**src/rtl/afex_pkg.sv**
```systemverilog
// constants, types and pin bundles of the fifo expansion host controller
`default_nettype none
package afex_pkg;
    localparam int NUM_DEV = 2;
    localparam int LANE_W = 9;
    localparam int WORD_W = NUM_DEV * LANE_W;
    localparam int BUF_DEPTH = 8;
    localparam int SYNC_STAGES = 2;

    // timing of the device strobes, ns; least times, rounded up to cycles
    localparam int CLK_PERIOD_NS = 10;
    localparam int T_RESET_LOW_NS = 40;
    localparam int T_RESET_REC_NS = 20;
    localparam int T_WRITE_LOW_NS = 30;
    localparam int T_READ_ACCESS_DELAY_NS = 25;
    localparam int T_RETRANSMIT_LOW_NS = 30;
    localparam int T_RECOVERY_NS = 20;
    localparam int T_FLAG_NS = 30;

    localparam int RESET_LOW_CYC = (T_RESET_LOW_NS + CLK_PERIOD_NS - 1) / CLK_PERIOD_NS;
    localparam int RESET_REC_CYC = (T_RESET_REC_NS + T_FLAG_NS + 2 * CLK_PERIOD_NS - 1) / CLK_PERIOD_NS
        + SYNC_STAGES;
    localparam int WRITE_LOW_CYC = (T_WRITE_LOW_NS + CLK_PERIOD_NS - 1) / CLK_PERIOD_NS;
    localparam int READ_LOW_CYC = (T_READ_ACCESS_DELAY_NS + CLK_PERIOD_NS - 1) / CLK_PERIOD_NS + SYNC_STAGES;
    localparam int RETRANSMIT_LOW_CYC = (T_RETRANSMIT_LOW_NS + CLK_PERIOD_NS - 1) / CLK_PERIOD_NS;
    localparam int SETTLE_CYC = (T_RECOVERY_NS + T_FLAG_NS + 2 * CLK_PERIOD_NS - 1) / CLK_PERIOD_NS
        + SYNC_STAGES;

    localparam int CNT_W = 5;

    typedef enum logic [1:0] {
        AFEX_MODE_SINGLE,
        AFEX_MODE_WIDTH,
        AFEX_MODE_DEPTH
    } afex_mode_t;

    // pins that the host drives into every device, strobes common to all except first load/retransmit, which has one bit per device
    typedef struct packed {
        logic reset_strobe_n;
        logic write_n;
        logic read_n;
        logic [NUM_DEV-1:0] first_load_or_retransmit_n;
        logic [WORD_W-1:0] data;
    } afex_pins_t;

    // flags that the devices drive back, one bit per device
    typedef struct packed {
        logic [NUM_DEV-1:0] empty_flag_n;
        logic [NUM_DEV-1:0] full_flag_n;
        logic [NUM_DEV-1:0] chain_out_n;
    } afex_flags_t;

    localparam logic [NUM_DEV-1:0] FLRT_ALL_HIGH = {NUM_DEV{1'b1}};
    localparam logic [NUM_DEV-1:0] FLRT_ALL_LOW = {NUM_DEV{1'b0}};
    localparam logic [NUM_DEV-1:0] FLRT_FIRST_ONLY = {{(NUM_DEV-1){1'b1}}, 1'b0};
    localparam logic [WORD_W-1:0] DATA_RESET = {WORD_W{1'b0}};
endpackage
`default_nettype wire

```
**src/rtl/afex_host_ctrl.sv**
```systemverilog
// host controller driving one or more asynchronous fifo devices through their strobe pins
`default_nettype none
module afex_host_ctrl (
    input wire logic clk_sys_in,
    input wire logic sys_rst_in,
    input wire afex_pkg::afex_mode_t mode_in,
    input wire logic reset_req_in,
    input wire logic retransmit_req_in,
    input wire logic wr_valid_in,
    output logic wr_ready_out,
    input wire logic [afex_pkg::WORD_W-1:0] wr_data_in,
    output logic rd_valid_out,
    input wire logic rd_ready_in,
    output logic [afex_pkg::WORD_W-1:0] rd_data_out,
    output afex_pkg::afex_pins_t dev_pins_out,
    input wire afex_pkg::afex_flags_t dev_flags_in,
    input wire logic [afex_pkg::WORD_W-1:0] dev_q_in,
    output logic chain_strap_n_out,
    output logic chain_strap_oe_out,
    output logic empty_out,
    output logic full_out,
    output logic half_full_out,
    output logic retransmit_refused_out,
    output logic busy_out
);
    // every device operation is a low phase then a settle phase; the settle covers
    // the device flag delay plus the two synchroniser stages before flags are trusted
    typedef enum logic [3:0] {
        ST_RESET_LOW,
        ST_RESET_REC,
        ST_IDLE,
        ST_WR_LOW,
        ST_WR_HIGH,
        ST_RD_LOW,
        ST_RD_HIGH,
        ST_RT_LOW,
        ST_RT_HIGH
    } afex_state_t;

    afex_state_t state;
    afex_state_t next_state;
    logic [afex_pkg::CNT_W-1:0] cnt;
    logic [afex_pkg::CNT_W-1:0] next_cnt;
    afex_pkg::afex_mode_t mode;
    afex_pkg::afex_pins_t pins;
    afex_pkg::afex_flags_t flags_s1;
    afex_pkg::afex_flags_t flags_s2;
    logic [afex_pkg::WORD_W-1:0] q_s1;
    logic [afex_pkg::WORD_W-1:0] q_s2;
    logic [afex_pkg::WORD_W-1:0] rd_data;
    logic rd_valid;
    logic reset_pend;
    logic rt_pend;
    logic prefer_read;
    logic rt_refused;

    // write buffer
    wire buf_valid;
    wire [afex_pkg::WORD_W-1:0] buf_data;
    wire start_write;

    afex_buf #(
        .WIDTH(afex_pkg::WORD_W),
        .DEPTH(afex_pkg::BUF_DEPTH)
    ) u_wr_buf (
        .clk_sys_in(clk_sys_in),
        .sys_rst_in(sys_rst_in),
        .in_valid_in(wr_valid_in),
        .in_ready_out(wr_ready_out),
        .in_data_in(wr_data_in),
        .out_valid_out(buf_valid),
        .out_ready_in(start_write),
        .out_data_out(buf_data)
    );

    // mode decode
    wire depth_mode = (mode == afex_pkg::AFEX_MODE_DEPTH);
    wire width_mode = (mode == afex_pkg::AFEX_MODE_WIDTH);

    // composite flags from the synchronised device flags
    wire comp_empty_n = depth_mode ? |flags_s2.empty_flag_n : flags_s2.empty_flag_n[0];
    wire comp_full_n = depth_mode ? |flags_s2.full_flag_n : flags_s2.full_flag_n[0];
    // no half-full in depth mode, chain-out is then a chain signal
    wire comp_half_n = depth_mode ? 1'b1 : flags_s2.chain_out_n[0];

    // request selection in idle
    wire idle = (state == ST_IDLE);
    wire can_write = buf_valid && comp_full_n;
    wire can_read = comp_empty_n && !rd_valid;
    wire take_reset = idle && reset_pend;
    wire take_rt = idle && !reset_pend && rt_pend && !depth_mode;
    wire drop_rt = idle && !reset_pend && rt_pend && depth_mode;
    wire arb_free = idle && !reset_pend && !rt_pend;
    // read and write alternate so a steady writer cannot starve the reader
    wire start_read = arb_free && can_read && (prefer_read || !can_write);
    assign start_write = arb_free && can_write && !start_read;
    // read data taken at the last low cycle, after access time and two stages
    wire capture = (state == ST_RD_LOW) && (cnt == '0);

    // next state
    always_comb begin
        next_state = state;
        // phase counter runs down to zero and rests there
        next_cnt = (cnt == '0) ? cnt : cnt - 1'b1;
        case (state)
            ST_RESET_LOW: begin
                if (cnt == '0) begin
                    next_state = ST_RESET_REC;
                    next_cnt = afex_pkg::CNT_W'(afex_pkg::RESET_REC_CYC - 1);
                end
            end
            ST_RESET_REC: begin
                if (cnt == '0) begin
                    next_state = ST_IDLE;
                end
            end
            ST_IDLE: begin
                // reset first, then retransmit, then data traffic
                if (take_reset) begin
                    next_state = ST_RESET_LOW;
                    next_cnt = afex_pkg::CNT_W'(afex_pkg::RESET_LOW_CYC - 1);
                end else if (take_rt) begin
                    next_state = ST_RT_LOW;
                    next_cnt = afex_pkg::CNT_W'(afex_pkg::RETRANSMIT_LOW_CYC - 1);
                end else if (start_read) begin
                    next_state = ST_RD_LOW;
                    next_cnt = afex_pkg::CNT_W'(afex_pkg::READ_LOW_CYC - 1);
                end else if (start_write) begin
                    next_state = ST_WR_LOW;
                    next_cnt = afex_pkg::CNT_W'(afex_pkg::WRITE_LOW_CYC - 1);
                end
            end
            ST_WR_LOW: begin
                if (cnt == '0) begin
                    next_state = ST_WR_HIGH;
                    next_cnt = afex_pkg::CNT_W'(afex_pkg::SETTLE_CYC - 1);
                end
            end
            ST_RD_LOW: begin
                if (cnt == '0) begin
                    next_state = ST_RD_HIGH;
                    next_cnt = afex_pkg::CNT_W'(afex_pkg::SETTLE_CYC - 1);
                end
            end
            ST_RT_LOW: begin
                if (cnt == '0) begin
                    next_state = ST_RT_HIGH;
                    next_cnt = afex_pkg::CNT_W'(afex_pkg::SETTLE_CYC - 1);
                end
            end
            ST_WR_HIGH, ST_RD_HIGH, ST_RT_HIGH: begin
                if (cnt == '0) begin
                    next_state = ST_IDLE;
                end
            end
            default: begin
                next_state = ST_RESET_LOW;
                next_cnt = afex_pkg::CNT_W'(afex_pkg::RESET_LOW_CYC - 1);
            end
        endcase
    end

    // pin levels that follow the next state
    wire next_reset_n = (next_state != ST_RESET_LOW);
    wire next_write_n = (next_state != ST_WR_LOW);
    wire next_read_n = (next_state != ST_RD_LOW);
    wire [afex_pkg::NUM_DEV-1:0] flrt_depth = afex_pkg::FLRT_FIRST_ONLY;
    wire [afex_pkg::NUM_DEV-1:0] flrt_other = (next_state == ST_RT_LOW) ?
        afex_pkg::FLRT_ALL_LOW : afex_pkg::FLRT_ALL_HIGH;
    wire [afex_pkg::NUM_DEV-1:0] next_flrt = depth_mode ? flrt_depth : flrt_other;
    // outside width mode only lane 0 carries data; copying it keeps every lane defined
    wire [afex_pkg::WORD_W-1:0] lane_copy = {afex_pkg::NUM_DEV{buf_data[afex_pkg::LANE_W-1:0]}};
    wire [afex_pkg::WORD_W-1:0] next_data = width_mode ? buf_data : lane_copy;
    // single and depth modes return the nine-bit lane 0 word, zero-extended
    wire [afex_pkg::WORD_W-1:0] q_word = width_mode ? q_s2 :
        {{(afex_pkg::WORD_W-afex_pkg::LANE_W){1'b0}}, q_s2[afex_pkg::LANE_W-1:0]};

    // state and phase counter
    always_ff @(posedge clk_sys_in) begin
        if (sys_rst_in) begin
            state <= ST_RESET_LOW;
            cnt <= afex_pkg::CNT_W'(afex_pkg::RESET_LOW_CYC - 1);
        end else begin
            state <= next_state;
            cnt <= next_cnt;
        end
    end

    // mode is taken only while the devices are held in reset
    always_ff @(posedge clk_sys_in) begin
        if (sys_rst_in) begin
            mode <= afex_pkg::AFEX_MODE_SINGLE;
        end else if (state == ST_RESET_LOW) begin
            mode <= mode_in;
        end
    end

    // one process owns the whole pin bundle; registered strobes never glitch
    always_ff @(posedge clk_sys_in) begin
        if (sys_rst_in) begin
            pins.reset_strobe_n <= 1'b0;
            pins.write_n <= 1'b1;
            pins.read_n <= 1'b1;
            pins.first_load_or_retransmit_n <= afex_pkg::FLRT_ALL_HIGH;
            pins.data <= afex_pkg::DATA_RESET;
        end else begin
            pins.reset_strobe_n <= next_reset_n;
            pins.write_n <= next_write_n;
            pins.read_n <= next_read_n;
            pins.first_load_or_retransmit_n <= next_flrt;
            // write data held stable across the whole strobe
            if (start_write) begin
                pins.data <= next_data;
            end
        end
    end

    // two-stage synchronisers for flags and read data
    // read data only move at the read strobe edges and hold while read is low, so the word is stable when captured
    always_ff @(posedge clk_sys_in) begin
        flags_s1 <= dev_flags_in;
        flags_s2 <= flags_s1;
        q_s1 <= dev_q_in;
        q_s2 <= q_s1;
    end

    // one-word holding register towards the consumer
    always_ff @(posedge clk_sys_in) begin
        if (sys_rst_in) begin
            rd_data <= afex_pkg::DATA_RESET;
        end else if (capture) begin
            rd_data <= q_word;
        end
    end

    // capture wins over the consumer's take
    always_ff @(posedge clk_sys_in) begin
        if (sys_rst_in) begin
            rd_valid <= 1'b0;
        end else if (capture) begin
            rd_valid <= 1'b1;
        end else if (rd_ready_in) begin
            rd_valid <= 1'b0;
        end
    end

    // pending requests; a new request beats the clear
    always_ff @(posedge clk_sys_in) begin
        if (sys_rst_in) begin
            reset_pend <= 1'b0;
            rt_pend <= 1'b0;
        end else begin
            reset_pend <= reset_req_in || (reset_pend && !take_reset);
            rt_pend <= retransmit_req_in || (rt_pend && !take_rt && !drop_rt);
        end
    end

    // after a write the next free slot goes to a read
    always_ff @(posedge clk_sys_in) begin
        if (sys_rst_in) begin
            prefer_read <= 1'b0;
            rt_refused <= 1'b0;
        end else begin
            prefer_read <= start_write || (prefer_read && !start_read);
            rt_refused <= drop_rt;
        end
    end

    // flag outputs frozen to reset values while the devices are in reset
    wire in_reset = (state == ST_RESET_LOW) || (state == ST_RESET_REC);

    assign dev_pins_out = pins;
    // strap grounds chain-in outside depth mode; in depth mode the chain wiring owns it
    assign chain_strap_n_out = 1'b0;
    assign chain_strap_oe_out = !depth_mode;
    assign empty_out = in_reset || !comp_empty_n;
    assign full_out = !in_reset && !comp_full_n;
    assign half_full_out = !in_reset && !comp_half_n;
    assign rd_valid_out = rd_valid;
    assign rd_data_out = rd_data;
    assign retransmit_refused_out = rt_refused;
    assign busy_out = !idle;
endmodule // afex_host_ctrl
`default_nettype wire

```
**src/rtl/afex_buf.sv**
```systemverilog
// small fifo buffer with valid/ready on both sides
`default_nettype none
module afex_buf #(
    parameter int WIDTH = 18,
    parameter int DEPTH = 8
) (
    input wire logic clk_sys_in,
    input wire logic sys_rst_in,
    input wire logic in_valid_in,
    output logic in_ready_out,
    input wire logic [WIDTH-1:0] in_data_in,
    output logic out_valid_out,
    input wire logic out_ready_in,
    output logic [WIDTH-1:0] out_data_out
);
    localparam int AW = $clog2(DEPTH);

    logic [WIDTH-1:0] mem [DEPTH];
    logic [AW-1:0] wr_ptr;
    logic [AW-1:0] rd_ptr;
    logic [AW:0] count;

    wire push = in_valid_in && in_ready_out;
    wire pop = out_valid_out && out_ready_in;
    wire [AW-1:0] wr_ptr_inc = (wr_ptr == AW'(DEPTH - 1)) ? '0 : wr_ptr + 1'b1;
    wire [AW-1:0] rd_ptr_inc = (rd_ptr == AW'(DEPTH - 1)) ? '0 : rd_ptr + 1'b1;

    assign in_ready_out = (count != (AW+1)'(DEPTH));
    assign out_valid_out = (count != '0);
    assign out_data_out = mem[rd_ptr];

    always_ff @(posedge clk_sys_in) begin
        if (push) begin
            mem[wr_ptr] <= in_data_in;
        end
    end

    always_ff @(posedge clk_sys_in) begin
        if (sys_rst_in) begin
            wr_ptr <= '0;
            rd_ptr <= '0;
            count <= '0;
        end else begin
            if (push) begin
                wr_ptr <= wr_ptr_inc;
            end
            if (pop) begin
                rd_ptr <= rd_ptr_inc;
            end
            if (push && !pop) begin
                count <= count + 1'b1;
            end else if (pop && !push) begin
                count <= count - 1'b1;
            end
        end
    end
endmodule // afex_buf
`default_nettype wire

```
**config.mk**
```make
export PLATFORM = sky130hd
export DESIGN_NAME = afex_host_ctrl
export DESIGN_NICKNAME = d
export VERILOG_FILES = /design/src/rtl/afex_pkg.sv /design/src/rtl/afex_host_ctrl.sv /design/src/rtl/afex_buf.sv
export SDC_FILE = /design/constraint.sdc
export NUM_CORES = 1
export LEC_CHECK = 0
export ABC_AREA = 1
export BUFFER_PORTS_ARGS = -buffer_cell sky130_fd_sc_hd__buf_2
export CORE_MARGIN = 4
export CORE_UTILIZATION = 30
export CTS_CLUSTER_DIAMETER = 40
export DETAILED_ROUTE_END_ITERATION = 10
export HOLD_SLACK_MARGIN = 0.12
export PLACE_DENSITY = 0.54
export REMOVE_ABC_BUFFERS = 1
export SLEW_MARGIN = 20
export SYNTH_ARGS = -nofsm -noshare
export SYNTH_HDL_FRONTEND = slang
export SYNTH_SLANG_ARGS = --single-unit
```
**constraint.sdc**
```tcl
create_clock -name clk_sys_in -period 3.68 [get_ports clk_sys_in]
set_input_delay 0.184 -clock clk_sys_in [delete_from_list [all_inputs] [get_ports clk_sys_in]]
set_output_delay 0.184 -clock clk_sys_in [all_outputs]
set_load 0.05 [all_outputs]
```
==> qor.txt <==
# Post-CTS Setup Buffers - 0
Max-cap violation count - 0
Core Util, Final - 38.9%
Fin crit share - 76.8%
Leakage - 0.00489 µW
Die Y - 188 µm
Slew HR - 37.4%
# setup viols final - 0
Die X - 188 µm
Top cell type's share of synthesized area - 44.3%
Setup_tns - 0 ns
Pwr dens - 580 nW/µm²
Cell variety after synth - 39
Routed vias/inst - 4.45
Max FO, Critical Path - 24
Synth Warn # - 0
Tmin final - 2.83 ns
Register-to-Register Path Depth - 17
# H-tree levels - 2
Predominant post-synthesis flop cell - edfxtp_1
Clock latency at the later pin of the worst-skew pair - 0.50 ns
Mapped Avg Cell Area - 10.5 µm²
CP Launch Type - flop
Busiest layer in global routing - met2
Placed cell areas - 10700 µm²
Setup CP Type - flop to flop
Share of cells above drive strength 1 - 17.5%
Synth Cell Area - 9770 µm²
IO Pins - 100
WL per Instance - 15.4 µm
R2R setup slack - 0.85 ns
Vias in the first global route - 6768
Nets@finish - 1141
GR Overflow Total - 0
Worst R2R Start - state[1]$_SDFF_PP0_
# port buffers - 97
Syn Inst Count - 928
DRC viols - 0
Max-slew violations - 0
Outcome - completed
DRT Pass-1 Iters - 7
GRT Total Usage - 13.3%
DRT iter0 DRCs - 459
RR Endpoint - u_wr_buf.count[3]$_SDFFE_PP0P_
First-pass GRT wire length - 37300 µm
CTS tree - built
Crit end category - flop
Clock Sinks - 260
Hold buffer count at CTS - 47
Antenna-violating nets left - 0
Cell taking the most area after synthesis - edfxtp_1
HP Class - input port to flop
Cts bufs inserted - 34
Core Region - 31800 µm²
CP cell instances - inv_2 > nor2_4 > nand4_4 > nor2_4 > nand2_4 > nand2_4 > ha_1 > inv_1 > ha_1 > nand2_1 > nand2_1 > a21oi_1 > nor2_1 > nor2_1 > nand2_1 > o21ai_0 > a21oi_1
Buf/Inv on CP - 2
Seq/Total Area, Yosys - 68.0%
Row count - 65
Synth area leaders - edfxtp_1 (44%), dfxtp_1 (24%), nand2_1 (6.6%)
CTS root buf - clkbuf_16
Delay-heaviest family, CP - simple AND/OR/NAND/NOR gates
Seq cells post-synth - 260
Final Skew - 0.0142 ns
Crit-path slowest cell - dfxtp_1
Hold Fails Final Rpt - 0
Quantity of gates resized following cts - 0
Grt met3 use - 2.35%
Tightest Pin Transition - 0.939 ns
Final wirelength - 23800 µm
Final instance area - 12400 µm²
Met2 GRT Util - 23.3%
CP peak stage delay - 0.50 ns
CTS clk-pin slew, worst paths - 0.06 ns
Starting Density - 30.7%
Number of synthesized flops with an enable pin - 144
CP arrival - 3.20 ns
Hold Crit Endpoint - state[2]$_SDFF_PP0_
Initial antenna violation count - 1
Post-synth ARST share - 0%
Worst EP required - 4.06 ns
Max Clk Rate - 354 MHz
Longest Clk Path Bufs - 3
Largest net degree at the start of global routing - 73
Via count - 6859
Most frequent cell on the critical path - nand2_1
GPL Wtd Cong - 0.734
Post-DP HPWL - 13900 µm
Die area - 35500 µm²
Min-delay src - sys_rst_in
Met1 Usage GRT - 16.7%
Area growth syn-to-layout - 26.5%
Max IR drop VDD - 0.263 mV
RSZ-0062 raised after global routing - false
Hold depth - 3
[per-stage QoR]
stage | instances | worst slack, ns | hold slack (ns) | total power (µW)
4_1_cts | 1541 | 0.857 | 0.247 | 7280
3_3_place_gp | 1433 | 0.853 | 0.287 | 3820
3_5_place_dp | 1433 | 0.868 | 0.288 | 3830
2_1_floorplan | 885 | -0.0980 | 0.212 | 3640
6_report | 1542 | 0.855 | 0.248 | 7170
5_1_grt | 1542 | 0.506 | 0.267 | 7480
[state kept, by name, summed over array words and instances, names as in the netlist, named ones only]
name / cells
u_wr_buf.mem: 144
dev_pins_out: 23
q_s1: 18
q_s2: 18
rd_data_out: 18
cnt: 5
flags_s1: 5
flags_s2: 5
state: 4
u_wr_buf.count: 4
u_wr_buf.rd_ptr: 3
u_wr_buf.wr_ptr: 3
mode: 2
prefer_read: 1
rd_valid_out: 1
reset_pend: 1
retransmit_refused_out: 1
rt_pend: 1
[kinds of logic (layout without fill, tap and decap cells)]
kind of cell	count (synthesis)	in the layout	share of synthesized area, %
compound gates	144	144	7.81
simple gates	418	418	18.1
other cells	1	2	0.0384
flops	260	260	68.0
fa+ha+maj	10	10	1.36
buf+inv	91	269	4.32
xor+xnor	4	4	0.359
[worst max-delay path by stage]
stage | to | depth (start not counted) | slack [ns] | startpoint
after floorplan | dev_pins_out[17]$_SDFFE_PP0P_ | 7 | -0.1 | flop
after global placement | u_wr_buf.count[3]$_SDFFE_PP0P_ | 17 | 0.85 | state[1]$_SDFF_PP0_
after detailed placement | u_wr_buf.count[3]$_SDFFE_PP0P_ | 17 | 0.87 | state[1]$_SDFF_PP0_
after CTS | u_wr_buf.count[3]$_SDFFE_PP0P_ | 17 | 0.86 | state[1]$_SDFF_PP0_
after global routing | u_wr_buf.count[3]$_SDFFE_PP0P_ | 17 | 0.51 | state[1]$_SDFF_PP0_
final | u_wr_buf.count[3]$_SDFFE_PP0P_ | 17 | 0.85 | state[1]$_SDFF_PP0_
[power by group]
group / total [µW] / switching [µW] / leakage, µW / internal, µW
sequential: 3240 / 48.6 / 0.00226 / 3190
combinational: 561 / 366 / 0.00204 / 195
clock: 3370 / 1220 / 0.000581 / 2150
[routing by layer]
layer,part of all wire (%),up-vias
met5,0,-
met4,2.4,0
met3,4.1,44
met2,50,129
met1,44,3235
li1,-,3451
[layout by cell type, fill, tap and decap left out, drive strengths merged, types with 2 or more instances in the layout]
cell type      n
a21oi         42
o211ai         6
xor2           3
nand3b         3
nor3           4
o21ai         83
bufinv         3
nor2         158
inv           50
buf          113
edfxtp       144
ha             9
nand4          5
dlygate4sd3   47
nand3         73
a22oi          2
clkbuf        44
clkinvlp       2
clkinv        10
o22ai          6
nand2        175
dfxtp        116
[area by class of cell]
cell class,instances,area [µm²]
Multi-Input combinational cell,577,2720
Clock buffer,44,997
Antenna cell,1,2.50
Timing Repair Buffer,160,1080
Inverter,48,180
Tap cell,435,544
Fill cell,3065,19400
Sequential cell,260,6650
Clock inverter,17,194
[worst min-delay path, cell delays in order]
cell,delay (ns)
buf_2,0.10
buf_4,0.27
nor2_1,0.14
[cell usage after synthesis (5+ instances only)]
master    instances
inv_1            40
buf_2            15
buf_6             5
o211ai_1          6
nand2_1         172
clkbuf_1         14
nor2_1          152
o22ai_1           6
edfxtp_1        144
ha_1              9
buf_4             6
dfxtp_1         116
o21ai_0          81
a21oi_1          42
nand3_1          71
Note: power is estimated with default switching activity, not from simulation.
